**config.mk**
```make
export PLATFORM = sky130hd
export DESIGN_NAME = dmx_top
export DESIGN_NICKNAME = d
export VERILOG_FILES = /design/src/dmx_pkg.sv /design/src/dmx_delay.sv /design/src/dmx_sync.sv /design/src/dmx_top.sv
export SDC_FILE = /design/constraint.sdc
export NUM_CORES = 1
export LEC_CHECK = 0
export ABC_AREA = 1
export BUFFER_PORTS_ARGS = -buffer_cell sky130_fd_sc_hd__buf_2
export CORE_ASPECT_RATIO = 1.75
export CORE_MARGIN = 5
export CORE_UTILIZATION = 33
export DETAILED_ROUTE_END_ITERATION = 12
export PLACE_DENSITY = 0.62
export SYNTH_ARGS = -nofsm -noshare
export SYNTH_HDL_FRONTEND = slang
export SYNTH_SLANG_ARGS = --single-unit
```
**constraint.sdc**
```tcl
create_clock -name aclk -period 4.5 [get_ports aclk]
set_input_delay 0.9 -clock aclk [delete_from_list [all_inputs] [get_ports aclk]]
set_output_delay 0.9 -clock aclk [all_outputs]
set_load 0.02 [all_outputs]
```
**src/dmx_pkg.sv**
```systemverilog
// Purpose: Shared constants and carriers for the converter output demultiplexer
// Assumes: AXI4-Lite register access, 32-bit data, 40 MHz aclk
// Notes:   Each number lives here once; modules import the whole package
package dmx_pkg;
    // Sample and lane geometry
    localparam int SAMPLE_W     = 10;
    localparam int NARROW_W     = 8;
    localparam int LANES_MAX    = 8;
    localparam int LANES_NARROW = 4;
    localparam int IDX_W        = 3;
    localparam logic [IDX_W-1:0] LAST_IDX_WIDE   = 3'h7;
    localparam logic [IDX_W-1:0] LAST_IDX_NARROW = 3'h3;
    // Register map, byte addresses
    localparam int ADDR_W = 4;
    localparam logic [ADDR_W-1:0] CTRL_OFFSET   = 4'h0;
    localparam logic [ADDR_W-1:0] STATUS_OFFSET = 4'h4;
    localparam logic [ADDR_W-1:0] COUNT_OFFSET  = 4'h8;
    // Control field positions and reset value
    localparam int CTRL_HALF_BIT  = 0;
    localparam int CTRL_RES_BIT   = 1;
    localparam int CTRL_RATIO_BIT = 2;
    localparam int CTRL_PHASE_BIT = 3;
    localparam int CTRL_DLY_LSB   = 8;
    localparam int DLY_W          = 3;
    localparam logic [31:0] CTRL_RESET = 32'h0000_0001;
    // Status field positions
    localparam int STAT_RUN_BIT   = 0;
    localparam int STAT_STATE_LSB = 1;
    localparam int STAT_IDX_LSB   = 4;
    // Clock path delay
    localparam int DELAY_RANGE_PS = 250;
    localparam int CLK_PERIOD_PS  = 25000;
    localparam int DELAY_TAPS     = 4;
    localparam logic signed [DLY_W-1:0] DELAY_CENTER = 3'sh2;
    localparam logic signed [DLY_W-1:0] DELAY_MIN    = -3'sh2;
    localparam logic signed [DLY_W-1:0] DELAY_MAX    = 3'sh1;
    // AXI responses
    localparam logic [1:0] RESP_OKAY   = 2'h0;
    localparam logic [1:0] RESP_SLVERR = 2'h2;

    typedef enum logic [2:0] {
        ST_IDLE  = 3'b001,
        ST_RESET = 3'b010,
        ST_RUN   = 3'b100
    } dmx_state_e;

    typedef struct packed {
        logic signed [DLY_W-1:0] input_delay_control;
        logic                    cascade_second;
        logic                    ratio_select;
        logic                    resolution_select;
        logic                    half_rate;
    } dmx_ctrl_s;

    typedef struct packed {
        logic                ready_clk;
        logic                reset_n;
        logic                sync_reset;
        logic [SAMPLE_W-1:0] data;
    } dmx_pins_s;

    // Idle pin levels; reset_n idles high so aresetn alone never reads as an external reset pulse
    localparam dmx_pins_s PINS_IDLE = '{ready_clk: 1'b0, reset_n: 1'b1, sync_reset: 1'b0, data: '0};
endpackage : dmx_pkg

```
**src/dmx_delay.sv**
```systemverilog
// Purpose: Selectable delay on the capture strobe derived from the ready clock
// Assumes: Tap index already clamped by the caller
// Notes:   Output delay is tap plus one aclk cycle
`timescale 1ns/1ps
module dmx_delay
    import dmx_pkg::*;
(
    // Clock and reset
    input  wire logic       aclk,
    input  wire logic       aresetn,
    // Strobe path
    input  wire logic       strobe_in,
    input  wire logic [1:0] tap,
    output logic            strobe_out
);
    logic [DELAY_TAPS-1:0] stage;

    for (genvar i = 0; i < DELAY_TAPS; i++) begin : g_stage
        always_ff @(posedge aclk) begin
            if (!aresetn) begin
                stage[i] <= 1'b0;
            end else if (i == 0) begin
                stage[i] <= strobe_in;
            end else begin
                stage[i] <= stage[(i == 0) ? 0 : i-1];
            end
        end
    end

    assign strobe_out = stage[tap];
endmodule : dmx_delay

```
**src/dmx_sync.sv**
```systemverilog
// Purpose: Two-stage synchroniser for pins sampled on aclk
// Assumes: Bits are independent levels
// Notes:   First stage feeds only the second stage
`timescale 1ns/1ps
module dmx_sync
    import dmx_pkg::*;
(
    // Clock and reset
    input  wire logic      aclk,
    input  wire logic      aresetn,
    // Pins in, synchronised out
    input  wire dmx_pins_s pin,
    output dmx_pins_s      pin_sync
);
    dmx_pins_s stage1;

    always_ff @(posedge aclk) begin
        if (!aresetn) begin
            stage1   <= PINS_IDLE;
            pin_sync <= PINS_IDLE;
        end else begin
            stage1   <= pin;
            pin_sync <= stage1;
        end
    end
endmodule : dmx_sync

```
**src/dmx_top.sv**
```systemverilog
// Purpose: Demultiplexer spreading converter samples over parallel output lanes
// Assumes: Ready clock and pins come from another domain and are synchronised here
// Notes:   One clock-path delay step equals one aclk period at this rate
`timescale 1ns/1ps
module dmx_top
    import dmx_pkg::*;
(
    // Clock and reset
    input  wire logic                                 aclk,
    input  wire logic                                 aresetn,
    // AXI4-Lite write address
    input  wire logic [ADDR_W-1:0]                    s_axi_awaddr,
    input  wire logic                                 s_axi_awvalid,
    output logic                                      s_axi_awready,
    // AXI4-Lite write data
    input  wire logic [31:0]                          s_axi_wdata,
    input  wire logic [3:0]                           s_axi_wstrb,
    input  wire logic                                 s_axi_wvalid,
    output logic                                      s_axi_wready,
    // AXI4-Lite write response
    output logic [1:0]                                s_axi_bresp,
    output logic                                      s_axi_bvalid,
    input  wire logic                                 s_axi_bready,
    // AXI4-Lite read
    input  wire logic [ADDR_W-1:0]                    s_axi_araddr,
    input  wire logic                                 s_axi_arvalid,
    output logic                                      s_axi_arready,
    output logic [31:0]                               s_axi_rdata,
    output logic [1:0]                                s_axi_rresp,
    output logic                                      s_axi_rvalid,
    input  wire logic                                 s_axi_rready,
    // Converter side pins
    input  wire logic                                 ready_clk_pin,
    input  wire logic [SAMPLE_W-1:0]                  sample_pin,
    input  wire logic                                 dmx_reset_n_pin,
    input  wire logic                                 sync_reset_pin,
    // Output lanes
    output logic [LANES_MAX-1:0][SAMPLE_W-1:0]        lane_data,
    output logic                                      lane_ready
);
    dmx_ctrl_s                          ctrl;
    dmx_state_e                         state;
    dmx_pins_s                          pins_raw;
    dmx_pins_s                          pins;
    logic                               ready_prev;
    logic                               sync_prev;
    logic                               rise;
    logic                               fall;
    logic                               cap_strobe;
    logic                               dstrobe;
    logic [1:0]                         tap;
    logic signed [DLY_W-1:0]            dly_clamped;
    logic [IDX_W-1:0]                   idx;
    logic [IDX_W-1:0]                   last_idx;
    logic [SAMPLE_W-1:0]                word;
    logic [LANES_MAX-1:0][SAMPLE_W-1:0] lane_buf;
    logic [31:0]                        frame_count;
    logic                               aw_got;
    logic                               w_got;
    logic [ADDR_W-1:0]                  aw_addr;
    logic [31:0]                        w_data;
    logic [3:0]                         w_strb;
    logic                               do_write;
    logic                               ctrl_write;

    // Pin synchronisation
    assign pins_raw = '{ready_clk: ready_clk_pin, reset_n: dmx_reset_n_pin,
                        sync_reset: sync_reset_pin, data: sample_pin};

    dmx_sync u_sync (
        .aclk     (aclk),
        .aresetn  (aresetn),
        .pin      (pins_raw),
        .pin_sync (pins)
    );

    always_ff @(posedge aclk) begin
        if (!aresetn) begin
            ready_prev <= 1'b0;
            sync_prev  <= 1'b0;
        end else begin
            ready_prev <= pins.ready_clk;
            sync_prev  <= pins.sync_reset;
        end
    end

    assign rise = pins.ready_clk & ~ready_prev;
    assign fall = ~pins.ready_clk & ready_prev;

    // Half rate uses both edges, full rate one edge chosen by cascade phase
    always_comb begin
        if (ctrl.half_rate) begin
            cap_strobe = rise | fall;
        end else begin
            cap_strobe = ctrl.cascade_second ? fall : rise;
        end
    end

    // Clock path delay, clamped so a bad code cannot leave the tap range
    always_comb begin
        if (ctrl.input_delay_control < DELAY_MIN) begin
            dly_clamped = DELAY_MIN;
        end else if (ctrl.input_delay_control > DELAY_MAX) begin
            dly_clamped = DELAY_MAX;
        end else begin
            dly_clamped = ctrl.input_delay_control;
        end
    end

    assign tap = 2'(dly_clamped + DELAY_CENTER);

    dmx_delay u_delay (
        .aclk       (aclk),
        .aresetn    (aresetn),
        .strobe_in  (cap_strobe),
        .tap        (tap),
        .strobe_out (dstrobe)
    );

    // Acquisition state
    always_ff @(posedge aclk) begin
        if (!aresetn) begin
            state <= ST_IDLE;
        end else if (!pins.reset_n) begin
            state <= ST_RESET;
        end else begin
            unique case (state)
                ST_IDLE:  state <= ST_IDLE;
                ST_RESET: state <= ST_RUN;
                ST_RUN:   state <= ST_RUN;
            endcase
        end
    end

    // Lane filling
    assign last_idx = ctrl.ratio_select ? LAST_IDX_WIDE : LAST_IDX_NARROW;
    assign word     = ctrl.resolution_select ? pins.data
                                             : {2'h0, pins.data[NARROW_W-1:0]};

    // A config write or sync reset drops the partial frame so lanes never mix modes
    always_ff @(posedge aclk) begin
        if (!aresetn || state != ST_RUN || ctrl_write) begin
            idx <= '0;
        end else if (pins.sync_reset && !sync_prev) begin
            idx <= '0;
        end else if (dstrobe) begin
            idx <= (idx == last_idx) ? '0 : idx + 3'h1;
        end
    end

    for (genvar i = 0; i < LANES_MAX; i++) begin : g_lane
        always_ff @(posedge aclk) begin
            if (!aresetn || !pins.reset_n) begin
                lane_buf[i]  <= '0;
                lane_data[i] <= '0;
            end else if (state == ST_RUN && dstrobe) begin
                if (idx == IDX_W'(i)) begin
                    lane_buf[i] <= word;
                end
                if (idx == last_idx) begin
                    if (IDX_W'(i) > last_idx) begin
                        lane_data[i] <= '0;
                    end else if (idx == IDX_W'(i)) begin
                        lane_data[i] <= word;
                    end else begin
                        lane_data[i] <= lane_buf[i];
                    end
                end
            end
        end
    end

    always_ff @(posedge aclk) begin
        if (!aresetn || !pins.reset_n) begin
            lane_ready  <= 1'b0;
            frame_count <= '0;
        end else begin
            lane_ready <= (state == ST_RUN) && dstrobe && (idx == last_idx) && !ctrl_write
                          && !(pins.sync_reset && !sync_prev);
            if (lane_ready) begin
                frame_count <= frame_count + 32'h0000_0001;
            end
        end
    end

    // AXI4-Lite write side, address and data taken in either order
    assign s_axi_awready = !aw_got && !s_axi_bvalid;
    assign s_axi_wready  = !w_got && !s_axi_bvalid;
    assign do_write      = aw_got && w_got && !s_axi_bvalid;
    assign ctrl_write    = do_write && (aw_addr == CTRL_OFFSET);

    always_ff @(posedge aclk) begin
        if (!aresetn) begin
            aw_got       <= 1'b0;
            w_got        <= 1'b0;
            aw_addr      <= '0;
            w_data       <= '0;
            w_strb       <= '0;
            s_axi_bvalid <= 1'b0;
            s_axi_bresp  <= RESP_OKAY;
        end else begin
            if (s_axi_awvalid && s_axi_awready) begin
                aw_got  <= 1'b1;
                aw_addr <= s_axi_awaddr;
            end
            if (s_axi_wvalid && s_axi_wready) begin
                w_got  <= 1'b1;
                w_data <= s_axi_wdata;
                w_strb <= s_axi_wstrb;
            end
            if (do_write) begin
                aw_got       <= 1'b0;
                w_got        <= 1'b0;
                s_axi_bvalid <= 1'b1;
                s_axi_bresp  <= (aw_addr == CTRL_OFFSET) ? RESP_OKAY : RESP_SLVERR;
            end else if (s_axi_bvalid && s_axi_bready) begin
                s_axi_bvalid <= 1'b0;
            end
        end
    end

    // Control register, only byte lanes 0 and 1 hold fields
    always_ff @(posedge aclk) begin
        if (!aresetn) begin
            ctrl <= dmx_ctrl_s'(CTRL_RESET[$bits(dmx_ctrl_s)-1:0]);
        end else if (ctrl_write) begin
            if (w_strb[0]) begin
                ctrl.half_rate         <= w_data[CTRL_HALF_BIT];
                ctrl.resolution_select <= w_data[CTRL_RES_BIT];
                ctrl.ratio_select      <= w_data[CTRL_RATIO_BIT];
                ctrl.cascade_second    <= w_data[CTRL_PHASE_BIT];
            end
            if (w_strb[1]) begin
                ctrl.input_delay_control <= w_data[CTRL_DLY_LSB +: DLY_W];
            end
        end
    end

    // AXI4-Lite read side
    assign s_axi_arready = !s_axi_rvalid;

    always_ff @(posedge aclk) begin
        if (!aresetn) begin
            s_axi_rvalid <= 1'b0;
            s_axi_rdata  <= '0;
            s_axi_rresp  <= RESP_OKAY;
        end else if (s_axi_arvalid && s_axi_arready) begin
            s_axi_rvalid <= 1'b1;
            s_axi_rresp  <= RESP_OKAY;
            s_axi_rdata  <= '0;
            unique case (s_axi_araddr)
                CTRL_OFFSET: begin
                    s_axi_rdata[CTRL_HALF_BIT]              <= ctrl.half_rate;
                    s_axi_rdata[CTRL_RES_BIT]               <= ctrl.resolution_select;
                    s_axi_rdata[CTRL_RATIO_BIT]             <= ctrl.ratio_select;
                    s_axi_rdata[CTRL_PHASE_BIT]             <= ctrl.cascade_second;
                    s_axi_rdata[CTRL_DLY_LSB +: DLY_W]      <= ctrl.input_delay_control;
                end
                STATUS_OFFSET: begin
                    s_axi_rdata[STAT_RUN_BIT]               <= (state == ST_RUN);
                    s_axi_rdata[STAT_STATE_LSB +: 3]        <= state;
                    s_axi_rdata[STAT_IDX_LSB +: IDX_W]      <= idx;
                end
                COUNT_OFFSET: s_axi_rdata <= frame_count;
                default:      s_axi_rresp <= RESP_SLVERR;
            endcase
        end else if (s_axi_rvalid && s_axi_rready) begin
            s_axi_rvalid <= 1'b0;
        end
    end

    // Checks
    property p_half_rate_edges;
        @(posedge aclk) disable iff (!aresetn)
        ctrl.half_rate && fall |-> cap_strobe;
    endproperty
    a_half_rate_edges: assert property (p_half_rate_edges)
        else $error("Half-rate mode missed a falling ready edge");

    property p_narrow_width;
        @(posedge aclk) disable iff (!aresetn)
        $rose(lane_ready) && !ctrl.resolution_select && !$past(ctrl_write)
            |-> lane_data[0][SAMPLE_W-1:NARROW_W] == 2'h0;
    endproperty
    a_narrow_width: assert property (p_narrow_width)
        else $error("8-bit mode left upper bits set");

    property p_ratio_frame;
        @(posedge aclk) disable iff (!aresetn)
        lane_ready && !$past(ctrl_write) |-> $past(idx) == $past(last_idx);
    endproperty
    a_ratio_frame: assert property (p_ratio_frame)
        else $error("Frame closed at the wrong lane count");

    property p_idle_silent;
        @(posedge aclk) disable iff (!aresetn)
        state == ST_IDLE |=> !lane_ready;
    endproperty
    a_idle_silent: assert property (p_idle_silent)
        else $error("Output produced before any reset was seen");

    property p_release_runs;
        @(posedge aclk) disable iff (!aresetn)
        state == ST_RESET && pins.reset_n |=> state == ST_RUN ##0 idx == '0;
    endproperty
    a_release_runs: assert property (p_release_runs)
        else $error("Release did not start at lane 0");

    property p_delay_tap;
        @(posedge aclk) disable iff (!aresetn)
        cap_strobe && tap == 2'h1 && !ctrl_write ##1 !ctrl_write |-> ##1 dstrobe;
    endproperty
    a_delay_tap: assert property (p_delay_tap)
        else $error("Capture strobe not delayed by tap plus one");

    property p_second_phase;
        @(posedge aclk) disable iff (!aresetn)
        !ctrl.half_rate && ctrl.cascade_second && rise |-> !cap_strobe;
    endproperty
    a_second_phase: assert property (p_second_phase)
        else $error("Second-phase block captured on the rising edge");

    property p_reset_holds;
        @(posedge aclk) disable iff (!aresetn)
        !pins.reset_n |=> !lane_ready && lane_data == '0;
    endproperty
    a_reset_holds: assert property (p_reset_holds)
        else $error("Lanes active during external reset");
endmodule : dmx_top

```
==> summary.md, run 1 <==
| Metric | Value |
|---|---|
| Largest fanout on the critical path | 45 |
| MaxCap Viol Count | 0 |
| Via count | 10600 |
| GR Util met1 | 17.6% |
| Most frequent cells after synthesis | nand2_1 (460), dfxtp_1 (289), a21oi_1 (214) |
| Mapped cell area | 11800 µm² |
| Layout cells sized above 1 | 13.4% |
| TritonCTS Buffers | 28 |
| GRT busiest layer | met2 |
| VDD IR max | 0.000365 V |
| Met3 usage in global routing | 2.86% |
| CP Capture Type | register |
| RSZ-0062 raised after global routing | no |
| Port bufs | 156 |
| Largest family of logic cells by synthesized area | simple AND/OR/NAND/NOR gates |
| Ant diodes | 0 |
| Adder-Cell Fraction of Synth Area | 0.957% |
| Placed Area | 12800 µm² |
| Largest net degree at the start of global routing | 100 |
| First-pass iteration count of the detailed router | 4 |
| Vias in the first global route | 10000 |
| Die Area | 39700 µm² |
| HP Class | reg -> reg |
| Period utilisation layout | 62.3% |
| First-pass GRT wire length | 52.5 mm |
| PwrDens | 391 nW/µm² |
| Drt drc | 0 |
| Final hold vios | 0 |
| Row count | 91 |
| Critical path buffers and inverters | 4 |
| Iter 0 DRT Violations | 428 |
| Sum Neg Setup Slack | 0 ps |
| Worst path max stage delay | 650 ps |
| CTS tree | yes |
| Yosys top cell by area | dfxtp_1 |
| Crit path cell chain | inv_2, nor2_1, nor2_1, nand2_1, inv_2, buf_4, nand4_4, buf_4, nand2_1, a21oi_1 |
| Clock transition at the registers of the reported paths | 70 ps |
| Synth Instances | 1618 |
| Cell area after layout | 13800 µm² |
| Fin crit period | 2800 ps |
| GR Util met2 | 30.9% |
| DR vias/cell | 4.81 |
| Tot GR Track Use | 16.1% |
| Ys async rst share | 0% |
| Synth Flop Type | dfxtp_1 |
| IO Pins | 186 |
| Worst slew margin | 43.6% |
| Routed WL per cell | 14.9 µm |
| Synth unique cells | 35 |
| Starting density of the core | 33.3% |
| Synthesized-area fraction occupied by and/or/nand/nor cells | 24.6% |
| Synth Area in Compound Gates | 16.8% |
| Synth-to-layout area growth | 17.3% |
| Crit path DAT | 3220 ps |
| Fin nets | 1794 |
| Clock root buffer | clkbuf_16 |
| Routed WL | 32.9 mm |
| CTS max path bufs | 3 |
| Outcome | completed |
| FF-to-FF setup slack | 1700 ps |
| Initial antenna violation count | 0 |
| Clock sink total | 289 |
| Critical Path RT | 4920 ps |
| H-tree depth | 1 |
| Final HPWL DP | 23.0 mm |
| Hold Buf Count CTS | 0 |
| CP top delay family | buffers and inverters |
| Synth top area share | 49.1% |
| XOR/XNOR Fraction of Synth Area | 0.446% |
| DRT antenna net count | 0 |
| Yosys reg bits | 289 |
| Synth warnings | 0 |
| Placed insts | 2156 |
| Postcts setup bufs | 0 |
| Final clock skew | 20.5 ps |
| Cts repair resizes | 0 |
| Static Leak | 5.39 nW |
| Gpl congestion | 0.859 |
| Synth top area cells | dfxtp_1 (49%), nand2_1 (15%), a21oi_1 (9.1%) |
| Clk Latency, worst-skew pair | 560 ps |
| Slew @ Worst Pin | 845 ps |
| CP max stage cell | nand4_4 |
| Final cell count without fillers | 2208 |
| Mean area per synthesized cell | 7.28 µm² |
| Final slew viol count | 0 |
| GRT Residual Overflow | 0 |
| Max Clk Rate | 357 MHz |
| Post-synth EDFFs | 0 |
| Final setup viols | 0 |
| Critical path class | reg -> reg |
| Die W | 153 µm |
| Minimum hold slack | 405 ps |
| CP Launch Type | register |
| Most common cell in the netlist | nand2_1 |
| Core area | 35300 µm² |
| Register area share after synthesis | 49.1% |
| Mux contribution to synthesized area | 0% |
| Die H | 260 µm |
## per-layer routing
layer | vias up | routed length (µm) | share of wire, %
li1 | 5451 | - | -
met1 | 4902 | 12800 | 39
met2 | 224 | 17700 | 54
met3 | 50 | 1600 | 4.8
met4 | 0 | 858 | 2.6
met5 | - | 0 | 0
## final cells by class
class                           count  area (µm²)
Fill cell                        3718       21500
Clock buffer                       36         761
Sequential cell                   289        5790
Clock inverter                     16         231
Inverter                          133         499
Tap cell                          465         582
Multi-Input combinational cell   1102        5060
Timing Repair Buffer              167         888
## path summary, 6_finish.rpt
kind / to / cells past startpoint / start
worst max-delay path: lane_data[57]$_SDFFE_PN0P_ / 10 / idx[2]$_SDFFE_PP0N_
worst min-delay path: u_sync.pin_sync[11]$_SDFF_PN1_ / 1 / u_sync.stage1[11]$_SDFF_PN1_
worst max register to register: lane_data[57]$_SDFFE_PN0P_ / 10 / idx[2]$_SDFFE_PP0N_
worst min register to register: u_sync.pin_sync[11]$_SDFF_PN1_ / 1 / u_sync.stage1[11]$_SDFF_PN1_
## through the flow
stage          util (%)  setup WS, ps  total power [mW]
6_report           39.1          1700              5.40
4_1_cts            39.1          1670              5.48
3_5_place_dp       36.3          1690              2.92
3_3_place_gp       36.3          1740              2.92
5_1_grt            39.1          1500              5.60
2_1_floorplan         -          2600              2.83
## kinds of logic after synthesis
group | after synthesis
compound gates | 379
xor+xnor | 6
fa+ha+maj | 9
buf+inv | 228
flops | 289
other cells | 1
simple gates | 706
## where the power goes
part | internal [mW] | switching, mW | leakage (nW)
sequential | 2.60 | 0.0222 | 2.34
combinational | 0.0652 | 0.169 | 2.57
clock | 1.49 | 1.05 | 0.484
total | 4.16 | 1.24 | 5.39
## placed cells by master, fill, tap and decap left out, types with 4 or more instances in the layout
cell         n
o221ai_1     9
bufinv_16    5
nand3_1     98
a31oi_1      4
nor2_1     106
o21a_1      14
clkinv_2     6
ha_1         9
inv_2        7
clkbuf_1     5
nor3_1      16
inv_1      121
dfxtp_1    289
buf_4        9
nand4_1      9
clkinv_1     5
o21ai_0    137
a21oi_1    214
buf_2      156
clkbuf_16   28
nand2_1    459
## registers in the layout (all words and copies together) (netlist names), 2 cells and up
register	count
u_sync.stage1	13
w_data	7
lane_buf	80
aw_addr	4
ctrl	7
state	3
u_sync.pin_sync	13
u_delay.stage	4
s_axi_rdata	32
w_strb	2
idx	3
lane_data	80
frame_count	32
No activity file was read; power rests on OpenSTA's default activity.
==> run 2, diff against run 1 <==
==> constraint.sdc (replaced) <==
create_clock -name aclk -period 2.8 [get_ports aclk]
set_input_delay 0.56 -clock aclk [delete_from_list [all_inputs] [get_ports aclk]]
set_output_delay 0.56 -clock aclk [all_outputs]
set_load 0.02 [all_outputs]
==> run 2 against run 1 <==
Compared with the run above:
- maximum frequency is 27% higher
- cell count did not move
- clock power is 56% higher
- critical endpoint is now lane_buf[30]$_SDFFE_PN0P_
- largest power group unchanged
==> summary.md, run 2 (synthesis results as in run 1) <==
| Metric | Value |
|---|---|
| Outcome | completed (unchanged) |
| Final HPWL DP | 22.6 mm (was 23.0 mm) |
| Reg power frac | 49.3% (was 48.6%) |
| VDD IR max | 0.000447 V (was 0.000365 V) |
| Worst slew margin | 46.5% (was 43.6%) |
| Static Leak | 5.40 nW (was 5.39 nW) |
| Drt drc | 0 (unchanged) |
| Vias in the first global route | 10000 (about the same) |
| Gpl congestion | 0.895 (was 0.859) |
| Crit Reg-Reg Endpoint | lane_buf[30]$_SDFFE_PN0P_ (was lane_data[57]$_SDFFE_PN0P_) |
| Clock transition at the registers of the reported paths | 60 ps (was 70 ps) |
| DR vias/cell | 4.81 (about the same) |
| RR Startpoint | state[1]$_SDFF_PN0_ (was idx[2]$_SDFFE_PP0N_) |
| Switching Fraction | 22.3% (was 22.9%) |
| Final WS setup | 587 ps (was 1700 ps) |
| Crit path DAT | 2640 ps (was 3220 ps) |
| Starting density of the core | 33.3% (unchanged) |
| Fin crit period | 2210 ps (was 2800 ps) |
| First-pass GRT wire length | 52.4 mm (was 52.5 mm) |
| First-pass iteration count of the detailed router | 7 (was 4) |
| Layout cells sized above 1 | 13.5% (was 13.4%) |
| Leading cell types in the layout, fill and taps excluded | nand2_1 (459), dfxtp_1 (289), a21oi_1 (214) (unchanged) |
| Placed insts | 2160 (was 2156) |
| GRT Residual Overflow | 0 (unchanged) |
| Largest fanout on the critical path | 50 (was 45) |
| Initial antenna violation count | 0 (unchanged) |
| Combinational share of power | 4.5% (was 4.3%) |
| MaxCap Viol Count | 0 (unchanged) |
| DRT antenna net count | 0 (unchanged) |
| Row count | 91 (unchanged) |
| Largest net degree at the start of global routing | 159 (was 100) |
| Commonest non-fill, non-tap cell in the layout | nand2_1 (unchanged) |
| Die W | 153 µm (unchanged) |
| Fin nets | 1797 (was 1794) |
| Crit path cell chain | nor3_2, nand3_4, buf_4, o21ai_0, a21oi_1 (was inv_2, nor2_1, nor2_1, nand2_1, inv_2, buf_4, nand4_4, buf_4, nand2_1, a21oi_1) |
| Hold Buf Count CTS | 0 (unchanged) |
| Slew @ Worst Pin | 802 ps (was 845 ps) |
| TritonCTS Buffers | 27 (was 28) |
| Setup slack after placement | 599 ps (was 1690 ps) |
| # fillers | 3723 (was 3718) |
| IO Pins | 186 (unchanged) |
| Postcts setup bufs | 0 (unchanged) |
| Clock root buffer | clkbuf_16 (unchanged) |
| Tot GR Track Use | 16.0% (was 16.1%) |
| Max Clk Rate | 452 MHz (was 357 MHz) |
| CTS tree | yes (unchanged) |
| CP max stage cell | nand3_4 (was nand4_4) |
| FF-to-FF setup slack | 590 ps (was 1700 ps) |
| Critical Path RT | 3230 ps (was 4920 ps) |
| Cts repair resizes | 0 (unchanged) |
| Biggest regs | lane_buf (80), lane_data (80) (unchanged) |
| P_int | 6.66 mW (was 4.16 mW) |
| Critical path class | reg -> reg (unchanged) |
| Register area | 5790 µm² (unchanged) |
| Final hold vios | 0 (unchanged) |
| Port bufs | 156 (unchanged) |
| Core area | 35300 µm² (unchanged) |
| Routed WL | 33.0 mm (was 32.9 mm) |
| Final cell count without fillers | 2208 (unchanged) |
| Period utilisation layout | 79.0% (was 62.3%) |
| Final setup viols | 0 (unchanged) |
| HP Class | in -> reg (was reg -> reg) |
| Worst hold start | sample_pin[9] (was u_sync.stage1[11]$_SDFF_PN1_) |
| Worst path max stage delay | 580 ps (was 650 ps) |
| Iter 0 DRT Violations | 495 (was 428) |
| WHS Endpoint | u_sync.stage1[9]$_SDFF_PN0_ (was u_sync.pin_sync[11]$_SDFF_PN1_) |
| CTS max path bufs | 3 (unchanged) |
| Path depth of the worst reg2reg path | 5 (was 10) |
| Die H | 260 µm (unchanged) |
| P_sw | 1.91 mW (was 1.24 mW) |
| CP Capture Type | register (unchanged) |
| Final slew viol count | 0 (unchanged) |
| CP Launch Type | register (unchanged) |
| Final clock skew | 9.93 ps (was 20.5 ps) |
| Hold Path Stages | 3 (was 1) |
| RSZ-0062 raised after global routing | no (unchanged) |
| H-tree depth | 1 (unchanged) |
| Clock sink total | 289 (unchanged) |
| Synth-to-layout area growth | 17.4% (was 17.3%) |
| Sum Neg Setup Slack | 0 ps (unchanged) |
| Via count | 10600 (about the same) |
| Ant diodes | 0 (unchanged) |
| Clk Latency, worst-skew pair | 550 ps (was 560 ps) |
| Footprint of the multi-input gates | 5060 µm² (unchanged) |
| Routed WL per cell | 14.9 µm (about the same) |
| Clk pwr share | 46.3% (was 47.0%) |
| PwrDens | 620 nW/µm² (was 391 nW/µm²) |
| Die Area | 39700 µm² (unchanged) |
## run 2: final cells by class
cell class	instances	share of cell area, %
clock buffer	36	5.50
clock inverter	12	1.43
tap	465	4.21
sequential	289	41.9
multi-input combinational	1102	36.7
timing repair buffer	171	6.74
inverter	133	3.61
## run 2: power by group through the flow
stage	registers, mW	logic [mW]	clock network (mW)
2_1_floorplan	4.34	0.207	0
3_3_place_gp	4.31	0.384	0
3_5_place_dp	4.31	0.387	0
4_1_cts	4.22	0.390	4.10
5_1_grt	4.23	0.429	4.25
6_report	4.22	0.382	3.96
## run 2: metal layers
metal | GRT usage (%) | up-vias | wire [µm]
li1 | - | 5447 | -
met1 | 17.4 | 4873 | 12900
met2 | 30.9 | 240 | 17500
met3 | 2.56 | 56 | 1530
met4 | 5.45 | 0 | 998
met5 | 0 | - | 0
## run 2: worst max-delay path, delay by kind of cell, from the launching register on
kind	cells	cell delay (ps)
AO/OA/AOI/OAI	2	240
buffers and inverters	1	460
flip-flops	1	330
AND/OR/NAND/NOR	2	1040
## run 2: through the flow
| step | utilization (%) | hold slack (ps) | cell area, µm² | total power [mW] |
|---|---|---|---|---|
| 6_report | 39.2 | 193 | 13800 | 8.57 |
| 5_1_grt | 39.2 | 179 | 13800 | 8.91 |
| 4_1_cts | 39.2 | 163 | 13800 | 8.71 |
| 3_5_place_dp | 36.4 | 398 | 12900 | 4.70 |
| 3_3_place_gp | 36.4 | 397 | 12900 | 4.70 |
| 2_1_floorplan | - | 390 | 11800 | 4.55 |
## run 2: how the worst max path moves through the flow
stage	to	cells past startpoint	from	slack, ps
after floorplan	frame_count[20]$_SDFFE_PN0P_	9	lane_ready$_SDFF_PN0_	1150
after global placement	lane_buf[48]$_SDFFE_PN0P_	6	state[1]$_SDFF_PN0_	640
after detailed placement	lane_buf[30]$_SDFFE_PN0P_	5	state[1]$_SDFF_PN0_	600
after CTS	lane_buf[30]$_SDFFE_PN0P_	5	state[1]$_SDFF_PN0_	590
after global routing	lane_buf[30]$_SDFFE_PN0P_	5	state[1]$_SDFF_PN0_	420
final	lane_buf[30]$_SDFFE_PN0P_	5	state[1]$_SDFF_PN0_	590
